### config.mk
export PLATFORM = sky130hd
export DESIGN_NAME = eiop2_port
export DESIGN_NICKNAME = d
export VERILOG_FILES = /design/src/eiop2_pkg.sv /design/src/eiop2_pin_cell.sv /design/src/eiop2_port.sv
export SDC_FILE = /design/constraint.sdc
export NUM_CORES = 1
export LEC_CHECK = 0
export BUFFER_PORTS_ARGS = -buffer_cell sky130_fd_sc_hd__buf_2
export CORE_UTILIZATION = 40
export CTS_BUF_LIST = sky130_fd_sc_hd__clkbuf_4
export DETAILED_ROUTE_END_ITERATION = 10
export PLACE_DENSITY = 0.74
export SYNTH_ARGS = -nofsm -noshare
export SYNTH_HDL_FRONTEND = slang
export SYNTH_SLANG_ARGS = --single-unit
### constraint.sdc
create_clock -name aclk -period 2.05 [get_ports aclk]
set_input_delay 0 -clock aclk [delete_from_list [all_inputs] [get_ports aclk]]
set_output_delay 0 -clock aclk [all_outputs]
set_load 0.05 [all_outputs]
### src/eiop2_pkg.sv
// Package for the 8-bit I/O port: register map, reset values, fields, modes
package eiop2_pkg;
   localparam int PORT_W = 8;
   localparam int ADDR_W = 16;
   localparam int DATA_W = 32;
   // Register indices (printed offsets), byte address is index times four
   localparam logic [ADDR_W-1:0] IDX_SERIAL_PIN_MODE = 16'hFFC9;
   localparam logic [ADDR_W-1:0] IDX_OPEN_DRAIN_SELECT = 16'hFFCB;
   localparam logic [ADDR_W-1:0] IDX_PORT_DATA_LATCH = 16'hFFD5;
   localparam logic [ADDR_W-1:0] IDX_PORT_DIRECTION = 16'hFFE5;
   localparam logic [ADDR_W-1:0] IDX_POWER_MODE = 16'hFFF0;
   localparam logic [ADDR_W+1:0] ADDR_SERIAL_PIN_MODE = {IDX_SERIAL_PIN_MODE, 2'b00};
   localparam logic [ADDR_W+1:0] ADDR_OPEN_DRAIN_SELECT = {IDX_OPEN_DRAIN_SELECT, 2'b00};
   localparam logic [ADDR_W+1:0] ADDR_PORT_DATA_LATCH = {IDX_PORT_DATA_LATCH, 2'b00};
   localparam logic [ADDR_W+1:0] ADDR_PORT_DIRECTION = {IDX_PORT_DIRECTION, 2'b00};
   localparam logic [ADDR_W+1:0] ADDR_POWER_MODE = {IDX_POWER_MODE, 2'b00};
   // Reset values
   localparam logic [7:0] RST_SERIAL_PIN_MODE = 8'hD8;
   localparam logic [7:0] RST_OPEN_DRAIN_SELECT = 8'h00;
   localparam logic [7:0] RST_PORT_DATA_LATCH = 8'h00;
   localparam logic [7:0] RST_PORT_DIRECTION = 8'h00;
   localparam logic [7:0] SPM_FIXED_ONES = 8'hD8;
   localparam logic [7:0] ALL_ONES = 8'hFF;
   // Serial pin mode fields
   localparam int SPM_BUF_TYPE_BIT = 5;
   localparam int SPM_DOUT_BIT = 2;
   localparam int SPM_DIN_BIT = 1;
   localparam int SPM_CLK_BIT = 0;
   // Pins owned by the serial channel
   localparam int PIN_SDOUT = 2;
   localparam int PIN_SDIN = 1;
   localparam int PIN_SCLK = 0;
   // AXI responses
   localparam logic [1:0] RESP_OKAY = 2'h0;
   localparam logic [1:0] RESP_SLVERR = 2'h2;
   // Operating modes
   typedef enum logic [2:0] {
      EIOP2_MODE_ACTIVE = 3'h0,
      EIOP2_MODE_SUBACTIVE = 3'h1,
      EIOP2_MODE_SLEEP = 3'h2,
      EIOP2_MODE_SUBSLEEP = 3'h3,
      EIOP2_MODE_WATCH = 3'h4,
      EIOP2_MODE_STANDBY = 3'h5
   } eiop2_mode_e;
   // Write channel state, one-hot
   typedef enum logic [2:0] {
      EIOP2_WR_IDLE = 3'b001,
      EIOP2_WR_HAVE = 3'b010,
      EIOP2_WR_RESP = 3'b100
   } eiop2_wr_e;
endpackage

### src/eiop2_pin_cell.sv
// One port pin: mux of general I/O and alternate function, drive type, low-power hold
module eiop2_pin_cell (
   input wire logic aclk,
   input wire logic aresetn,
   input wire logic alt_sel,
   input wire logic alt_oe,
   input wire logic alt_out,
   input wire logic alt_open_drain,
   input wire logic dir_out,
   input wire logic latch_val,
   input wire logic open_drain,
   input wire logic float_pin,
   input wire logic hold_pin,
   output logic pin_o,
   output logic pin_oe
);
   logic drive, level, od;
   logic out_q, out_d, oe_q, oe_d;

   always_comb begin
      // Alternate function ignores direction and latch
      drive = alt_sel ? alt_oe : dir_out;
      level = alt_sel ? alt_out : latch_val;
      od = alt_sel ? alt_open_drain : open_drain;
      out_d = level;
      // Open drain: only drive low
      oe_d = drive && !(od && level);
      if (hold_pin) begin
         out_d = out_q;
         oe_d = oe_q;
      end
      if (float_pin) begin
         oe_d = 1'b0;
      end
   end

   always_ff @(posedge aclk) begin
      if (!aresetn) begin
         out_q <= 1'b0;
         oe_q <= 1'b0;
      end else begin
         out_q <= out_d;
         oe_q <= oe_d;
      end
   end

   assign pin_o = out_q;
   assign pin_oe = oe_q;
endmodule

### src/eiop2_port.sv
// Top of the 8-bit I/O port with serial pin routing, behind an AXI4-Lite slave
//
// The AXI4-Lite interface to the registers is this design's own decision.
module eiop2_port
   import eiop2_pkg::*;
#(
   parameter int WIDTH = eiop2_pkg::PORT_W
) (
   input wire logic aclk,
   input wire logic aresetn,
   input wire logic [eiop2_pkg::ADDR_W+1:0] s_axi_awaddr,
   input wire logic s_axi_awvalid,
   output logic s_axi_awready,
   input wire logic [eiop2_pkg::DATA_W-1:0] s_axi_wdata,
   input wire logic [3:0] s_axi_wstrb,
   input wire logic s_axi_wvalid,
   output logic s_axi_wready,
   output logic [1:0] s_axi_bresp,
   output logic s_axi_bvalid,
   input wire logic s_axi_bready,
   input wire logic [eiop2_pkg::ADDR_W+1:0] s_axi_araddr,
   input wire logic s_axi_arvalid,
   output logic s_axi_arready,
   output logic [eiop2_pkg::DATA_W-1:0] s_axi_rdata,
   output logic [1:0] s_axi_rresp,
   output logic s_axi_rvalid,
   input wire logic s_axi_rready,
   input wire logic [WIDTH-1:0] pin_i,
   output logic [WIDTH-1:0] pin_o,
   output logic [WIDTH-1:0] pin_oe,
   input wire logic serial_data_out,
   output logic serial_data_in,
   input wire logic serial_clock_out,
   input wire logic serial_clock_oe,
   output logic serial_clock_in
);
   import eiop2_pkg::*;

   logic [WIDTH-1:0] port_data_latch_q, port_data_latch_d;
   logic [WIDTH-1:0] port_direction_q, port_direction_d;
   logic [WIDTH-1:0] open_drain_select_q, open_drain_select_d;
   logic [7:0] serial_pin_mode_q, serial_pin_mode_d;
   eiop2_mode_e power_mode_q, power_mode_d;
   logic [WIDTH-1:0] sync1_q, sync2_q;
   eiop2_wr_e wr_state_q, wr_state_d;
   logic aw_have_q, aw_have_d, w_have_q, w_have_d;
   logic [ADDR_W+1:0] aw_addr_q, aw_addr_d;
   logic [7:0] w_data_q, w_data_d;
   logic w_strb_q, w_strb_d;
   logic [1:0] bresp_q, bresp_d;
   logic rvalid_q, rvalid_d;
   logic [DATA_W-1:0] rdata_q, rdata_d;
   logic [1:0] rresp_q, rresp_d;
   logic [WIDTH-1:0] port_read;
   logic [WIDTH-1:0] alt_sel, alt_oe, alt_out;
   logic float_pins, hold_pins;

   function automatic logic addr_known(input logic [ADDR_W+1:0] a);
      addr_known = (a == ADDR_SERIAL_PIN_MODE) || (a == ADDR_OPEN_DRAIN_SELECT) ||
                   (a == ADDR_PORT_DATA_LATCH) || (a == ADDR_PORT_DIRECTION) ||
                   (a == ADDR_POWER_MODE);
   endfunction

   // Pin input synchroniser
   always_ff @(posedge aclk) begin
      if (!aresetn) begin
         sync1_q <= '0;
         sync2_q <= '0;
      end else begin
         sync1_q <= pin_i;
         sync2_q <= sync1_q;
      end
   end

   assign port_read = (port_direction_q & port_data_latch_q) | (~port_direction_q & sync2_q);

   // Write channel
   always_comb begin
      wr_state_d = wr_state_q;
      aw_have_d = aw_have_q;
      w_have_d = w_have_q;
      aw_addr_d = aw_addr_q;
      w_data_d = w_data_q;
      w_strb_d = w_strb_q;
      bresp_d = bresp_q;
      port_data_latch_d = port_data_latch_q;
      port_direction_d = port_direction_q;
      open_drain_select_d = open_drain_select_q;
      serial_pin_mode_d = serial_pin_mode_q;
      power_mode_d = power_mode_q;
      unique case (wr_state_q)
         EIOP2_WR_IDLE, EIOP2_WR_HAVE: begin
            if (s_axi_awvalid && !aw_have_q) begin
               aw_have_d = 1'b1;
               aw_addr_d = s_axi_awaddr;
            end
            if (s_axi_wvalid && !w_have_q) begin
               w_have_d = 1'b1;
               w_data_d = s_axi_wdata[7:0];
               w_strb_d = s_axi_wstrb[0];
            end
            wr_state_d = (aw_have_d || w_have_d) ? EIOP2_WR_HAVE : EIOP2_WR_IDLE;
            if (aw_have_d && w_have_d) begin
               wr_state_d = EIOP2_WR_RESP;
               aw_have_d = 1'b0;
               w_have_d = 1'b0;
               bresp_d = addr_known(aw_addr_d) ? RESP_OKAY : RESP_SLVERR;
               if (w_strb_d) begin
                  unique case (aw_addr_d)
                     ADDR_PORT_DATA_LATCH: port_data_latch_d = w_data_d;
                     ADDR_PORT_DIRECTION: port_direction_d = w_data_d;
                     ADDR_OPEN_DRAIN_SELECT: open_drain_select_d = w_data_d;
                     ADDR_SERIAL_PIN_MODE: serial_pin_mode_d = w_data_d | SPM_FIXED_ONES;
                     ADDR_POWER_MODE: begin
                        if (w_data_d[2:0] <= EIOP2_MODE_STANDBY) begin
                           power_mode_d = eiop2_mode_e'(w_data_d[2:0]);
                        end
                     end
                     default: ;
                  endcase
               end
            end
         end
         EIOP2_WR_RESP: begin
            if (s_axi_bready) begin
               wr_state_d = EIOP2_WR_IDLE;
            end
         end
      endcase
   end

   always_ff @(posedge aclk) begin
      if (!aresetn) begin
         wr_state_q <= EIOP2_WR_IDLE;
         aw_have_q <= 1'b0;
         w_have_q <= 1'b0;
         aw_addr_q <= '0;
         w_data_q <= '0;
         w_strb_q <= 1'b0;
         bresp_q <= RESP_OKAY;
         port_data_latch_q <= RST_PORT_DATA_LATCH;
         port_direction_q <= RST_PORT_DIRECTION;
         open_drain_select_q <= RST_OPEN_DRAIN_SELECT;
         serial_pin_mode_q <= RST_SERIAL_PIN_MODE;
         power_mode_q <= EIOP2_MODE_ACTIVE;
      end else begin
         wr_state_q <= wr_state_d;
         aw_have_q <= aw_have_d;
         w_have_q <= w_have_d;
         aw_addr_q <= aw_addr_d;
         w_data_q <= w_data_d;
         w_strb_q <= w_strb_d;
         bresp_q <= bresp_d;
         port_data_latch_q <= port_data_latch_d;
         port_direction_q <= port_direction_d;
         open_drain_select_q <= open_drain_select_d;
         serial_pin_mode_q <= serial_pin_mode_d;
         power_mode_q <= power_mode_d;
      end
   end

   assign s_axi_awready = (wr_state_q != EIOP2_WR_RESP) && !aw_have_q;
   assign s_axi_wready = (wr_state_q != EIOP2_WR_RESP) && !w_have_q;
   assign s_axi_bvalid = (wr_state_q == EIOP2_WR_RESP);
   assign s_axi_bresp = bresp_q;

   // Read channel
   always_comb begin
      rvalid_d = rvalid_q;
      rdata_d = rdata_q;
      rresp_d = rresp_q;
      if (rvalid_q && s_axi_rready) begin
         rvalid_d = 1'b0;
      end
      if (!rvalid_q && s_axi_arvalid) begin
         rvalid_d = 1'b1;
         rresp_d = addr_known(s_axi_araddr) ? RESP_OKAY : RESP_SLVERR;
         rdata_d = '0;
         unique case (s_axi_araddr)
            ADDR_PORT_DATA_LATCH: rdata_d[7:0] = port_read;
            ADDR_PORT_DIRECTION: rdata_d[7:0] = ALL_ONES;
            ADDR_OPEN_DRAIN_SELECT: rdata_d[7:0] = open_drain_select_q;
            ADDR_SERIAL_PIN_MODE: rdata_d[7:0] = serial_pin_mode_q | SPM_FIXED_ONES;
            ADDR_POWER_MODE: rdata_d[2:0] = power_mode_q;
            default: ;
         endcase
      end
   end

   always_ff @(posedge aclk) begin
      if (!aresetn) begin
         rvalid_q <= 1'b0;
         rdata_q <= '0;
         rresp_q <= RESP_OKAY;
      end else begin
         rvalid_q <= rvalid_d;
         rdata_q <= rdata_d;
         rresp_q <= rresp_d;
      end
   end

   assign s_axi_arready = !rvalid_q;
   assign s_axi_rvalid = rvalid_q;
   assign s_axi_rdata = rdata_q;
   assign s_axi_rresp = rresp_q;

   // Alternate function routing
   always_comb begin
      alt_sel = '0;
      alt_oe = '0;
      alt_out = '0;
      alt_sel[PIN_SDOUT] = serial_pin_mode_q[SPM_DOUT_BIT];
      alt_oe[PIN_SDOUT] = 1'b1;
      alt_out[PIN_SDOUT] = serial_data_out;
      alt_sel[PIN_SDIN] = serial_pin_mode_q[SPM_DIN_BIT];
      alt_sel[PIN_SCLK] = serial_pin_mode_q[SPM_CLK_BIT];
      alt_oe[PIN_SCLK] = serial_clock_oe;
      alt_out[PIN_SCLK] = serial_clock_out;
   end

   assign serial_data_in = sync2_q[PIN_SDIN];
   assign serial_clock_in = sync2_q[PIN_SCLK];
   assign float_pins = (power_mode_q == EIOP2_MODE_STANDBY);
   assign hold_pins = (power_mode_q == EIOP2_MODE_SLEEP) || (power_mode_q == EIOP2_MODE_SUBSLEEP) ||
                      (power_mode_q == EIOP2_MODE_WATCH);

   for (genvar i = 0; i < WIDTH; i++) begin : g_pin
      eiop2_pin_cell u_cell (
         .aclk(aclk),
         .aresetn(aresetn),
         .alt_sel(alt_sel[i]),
         .alt_oe(alt_oe[i]),
         .alt_out(alt_out[i]),
         .alt_open_drain(serial_pin_mode_q[SPM_BUF_TYPE_BIT]),
         .dir_out(port_direction_q[i]),
         .latch_val(port_data_latch_q[i]),
         .open_drain(open_drain_select_q[i]),
         .float_pin(float_pins),
         .hold_pin(hold_pins),
         .pin_o(pin_o[i]),
         .pin_oe(pin_oe[i])
      );
   end
endmodule

==> run summary <==
The run finished with clean final reports. The number of distinct library cells after synthesis came out at 59. The sink count of the clock tree came out at 106.

The effective utilization at floorplan was 41.8%; the number of fillers in the final layout was 1120. The tools report the master cell of the clock root buffer as sky130_fd_sc_hd__clkbuf_4. The delay of the slowest cell on the worst path was 0.47 ns. Ranked by total cell area, the synthesized netlist is headed by sky130_fd_sc_hd__dfxtp_1 41%, sky130_fd_sc_hd__mux2i_1 12%, sky130_fd_sc_hd__buf_4 6.4%.

Summing every instance area after synthesis gives 5130 um^2. For the pin with the worst max-slew slack, the measured transition is 0.648 ns. In the final routed layout, each cell accounts on average for 14.6 um.

The logs give 1230 uW for the switching power total and 0.00268 uW for the total leakage power. The pin count of the biggest net entering global routing came out at 52. The floorplan step defined a die boundary enclosing 13300 um^2. Setup violations remaining at the end of the flow were counted as 0. The run gives 56.5% as the worst slew slack as a fraction of its limit. The leading register cell type out of synthesis is sky130_fd_sc_hd__dfxtp_1.

The logs give 149 for the boundary pin count and 12.3 mm for the total wire length. The logs give 1 for the initial antenna violation count and 8.67 mm for the HPWL reported at the end of detailed placement. TritonCTS built the clock tree. The total non-filler cell area in the finished layout is 6170 um^2. In this run the core area contains 40 standard-cell rows.

VDD sags by at most 0.000315 V. The tools report the via count of the first global-routing pass as 4016. The share of total power dissipated in combinational logic is 20.4%. The share of the cycle needed by the critical path after routing works out to 99.6%.

The required time at the endpoint of the critical path is 2.49 ns, and the buffer and inverter count on the worst path is 1. Synthesis produced 545 cells. Clock-pin slew was measured on the worst setup and hold paths at 0.17 ns.

The critical path goes through nor2b_2 > buf_4 > mux2_2 > xnor2_1 > a2111oi_0 > o21a_1. The logs give 2 for the worst-case clock buffer depth and 0 for the post-detailed-route DRC marker count. For the final hold violation count, the log shows 0.

During synthesis, Yosys emitted a total of 0 warnings. Compared with the post-synthesis result, the final layout area differs by 20.4%. The power density relative to cell area was 644 nW/um^2; the sequential share of power was 55.5%. The floorplan step set the die width to 115 um.

After clock tree synthesis, the setup repair step added 0 buffers. Once detail routing completed, the nets flagged for antenna violations numbered 0. The number of vias per cell works out to 4.99. For the via total after detailed routing, the log shows 4208.

The floorplan step defined a core boundary enclosing 12300 um^2. In this run the cell area measured after placement is 5620 um^2. The post-synthesis register bit count is 106, and the worst path arrival time is 2.48 ns. The post-route netlist has 24.3% of its cells at a drive strength greater than 1. For the count of pins over their slew limit, the log shows 0. The critical path is of the flip-flop to flip-flop type.

Counting flops with a built-in enable in the synthesized netlist gives 0. The routed design could run at a clock period as short as 2.04 ns. Of the synthesized area, sequential elements account for 41.4%.

The net total in the final layout was 764. The run gives 2740 uW as the cell-internal power. The total global-route track usage was 19.1%.

On the final layout, the worst hold slack is 0.0485 ns. Summed over all instances, the cell type with the most area after synthesis is sky130_fd_sc_hd__dfxtp_1. The async set-or-reset flop fraction in the synthesized netlist is 0%, and the number of maximum-capacitance violations is 0.

STA classifies the critical path startpoint as a flip-flop. Static timing analysis puts the maximum clock frequency at 0.490 GHz. Grouping stages by cell kind, the critical path spends the most delay in compound AO/OA/AOI/OAI gates.

The total iterations of the first detailed-routing run is 8. For the final database, setup skew stands at 0.0282 ns. Of all nets on the critical path, the largest fanout is 9. The type of the tightest min-delay check is primary input to flip-flop. The switching share of power is 31.1%, and the total overflow reported by the global router is 0. The average cell area after synthesis came out at 9.41 um^2. The global-route wire length before repair was 19.7 mm. The number of buffers inserted during clock tree synthesis is 9. The deepest level of the CTS H-tree was 3. The critical path capture point type was a flip-flop. After synthesis, the largest area contributor takes up 41.4% of total cell area.

The congestion estimate from routability-driven global placement came to 0.845. For the part of the power in the clock network, the log shows 24.1%. Buffers placed on the I/O ports in this run total 95.

The first routing iteration left 244 violations. Among all stages on the critical path, the largest delay is contributed by sky130_fd_sc_hd__a2111oi_0. Clock latency on the worst-skew pair, taken at its later pin, is 0.49 ns. Vertical extent of the die: 115 um.
[placed cells by master, fill, tap and decap left out, drive strengths merged, types with 4 or more instances in the layout]
cell type    synthesis  layout
buf                 48     112
dfxtp              106     106
nand2               81      81
mux2i               60      60
dlygate4sd3          0      43
nor2b               29      29
conb                 1      26
nor2                20      20
o21ai               18      18
and2                17      17
mux2                17      17
a21oi               14      14
a21boi              11      11
clkbuf              18      11
nand4               11      11
nand3                9       9
inv                  8       9
nor3                 6       6
nand2b               5       5
o21a                 4       4
o211a                4       4
a22oi                4       4
ha                   4       4
nor4                 4       4
or3b                 4       4
clkinv               0       4
[power groups by stage]
stage                     registers, uW  clock network (uW)  logic, uW
after global routing               2220                1070        870
after global placement             2240                   0        710
final                              2210                 957        809
after CTS                          2200                 974        794
after floorplan                    2290                   0        520
after detailed placement           2250                   0        729
[synthesized netlist by cell type, drive strengths merged (2+ instances only)]
| library cell | instances |
|---|---|
| nand4 | 11 |
| a21oi | 14 |
| nand3b | 3 |
| dfxtp | 106 |
| nand2 | 81 |
| or3b | 4 |
| nand3 | 9 |
| nor2 | 20 |
| or2 | 3 |
| or4 | 2 |
| nand2b | 5 |
| or3 | 2 |
| o211a | 4 |
| a211oi | 2 |
| nor4 | 4 |
| a22oi | 4 |
| o2bb2ai | 3 |
| o221a | 2 |
| ha | 4 |
| xnor2 | 3 |
| clkbuf | 18 |
| mux2i | 60 |
| inv | 8 |
| o21ai | 18 |
| buf | 48 |
| nand4b | 3 |
| nor2b | 29 |
| nor3 | 6 |
| a21boi | 11 |
| a221oi | 3 |
| o21a | 4 |
| and2 | 17 |
| o22ai | 3 |
| o31ai | 2 |
| mux2 | 17 |
[worst register-to-register path, cell delays in order, from the launching register on]
cell and delay (ns):
sky130_fd_sc_hd__dfxtp_4 0.40, sky130_fd_sc_hd__nor2b_2 0.20, sky130_fd_sc_hd__buf_4 0.21, sky130_fd_sc_hd__mux2_2 0.39, sky130_fd_sc_hd__xnor2_1 0.14, sky130_fd_sc_hd__a2111oi_0 0.47
sky130_fd_sc_hd__o21a_1 0.19
[final cells by class]
class	instances	area, um^2	share of cell area, %
diodes	1	2.50	0.0406
multi-input cells	390	2640	42.8
flip-flops and latches	106	2130	34.4
inverters	8	30.0	0.487
repair buffers	155	1050	17.0
clock inverters	5	30.0	0.487
well taps	168	210	3.41
clock buffers	11	82.6	1.34
[sequential cells by signal, indices dropped and copies added (netlist names)]
signal,flops
aw_addr_q,18
aw_have_q,1
g_pin.u_cell.pin_o,8
g_pin.u_cell.pin_oe,8
open_drain_select_q,8
port_data_latch_q,8
port_direction_q,8
power_mode_q,3
s_axi_bresp,1
s_axi_rdata,8
s_axi_rresp,1
s_axi_rvalid,1
serial_pin_mode_q,4
sync1_q,8
sync2_q,8
w_data_q,8
w_have_q,1
w_strb_q,1
wr_state_q,3
[logic make-up (layout without fill, tap and decap cells)]
| family | after synthesis | after routing | synth area share (%) |
|---|---|---|---|
| buffers and inverters | 74 | 179 | 8.98 |
| AOI/OAI and AO/OA | 77 | 77 | 10.6 |
| adders and majority gates | 4 | 4 | 0.976 |
| other | 1 | 27 | 0.0731 |
| xor gates and xnor gates | 3 | 3 | 0.513 |
| muxes | 77 | 77 | 15.4 |
| and+or+nand+nor | 203 | 203 | 22.0 |
| DFF | 106 | 106 | 41.4 |
[metal layers]
layer	GRT usage, %	vias to the layer above	routed length (um)
met3	3.37	21	555
met2	30.0	149	5790
li1	-	2075	-
met4	10.3	0	326
met1	24.9	1963	5670
met5	0	-	0
[through the flow]
stage	util (%)	setup WS, ns	TNS [ns]	instances	power [uW]
final	50.3	0.00749	0	844	3970
after global routing	50.3	-0.0552	-0.346	844	4160
after CTS	50.2	0.0106	0	842	3970
after detailed placement	45.8	0.0797	0	784	2980
after global placement	45.8	0.112	0	784	2950
after floorplan	-	0.267	0	570	2810
[final timing paths]
path / startpoint / end / slack, ns / depth (start not counted)
worst min register to register: sync1_q[2]$_SDFF_PN0_ / sync2_q[2]$_SDFF_PN0_ / 0.45 / 1
worst max-delay path: aw_have_q$_SDFFE_PN0N_ / s_axi_bresp[1]$_SDFFE_PN0P_ / 0.007 / 6
worst max register to register: aw_have_q$_SDFFE_PN0N_ / s_axi_bresp[1]$_SDFFE_PN0P_ / 0.007 / 6
worst min-delay path: s_axi_araddr[6] / s_axi_rdata[5]$_SDFFE_PN0P_ / 0.05 / 5
[repair_timing]
action,4_1_cts,5_1_grt
endpoints found under the setup margin,0,28
hold buffers,42,1
endpoints found under the hold margin,48,1
resized for setup,0,4
No activity file was read; power rests on OpenSTA's default activity.
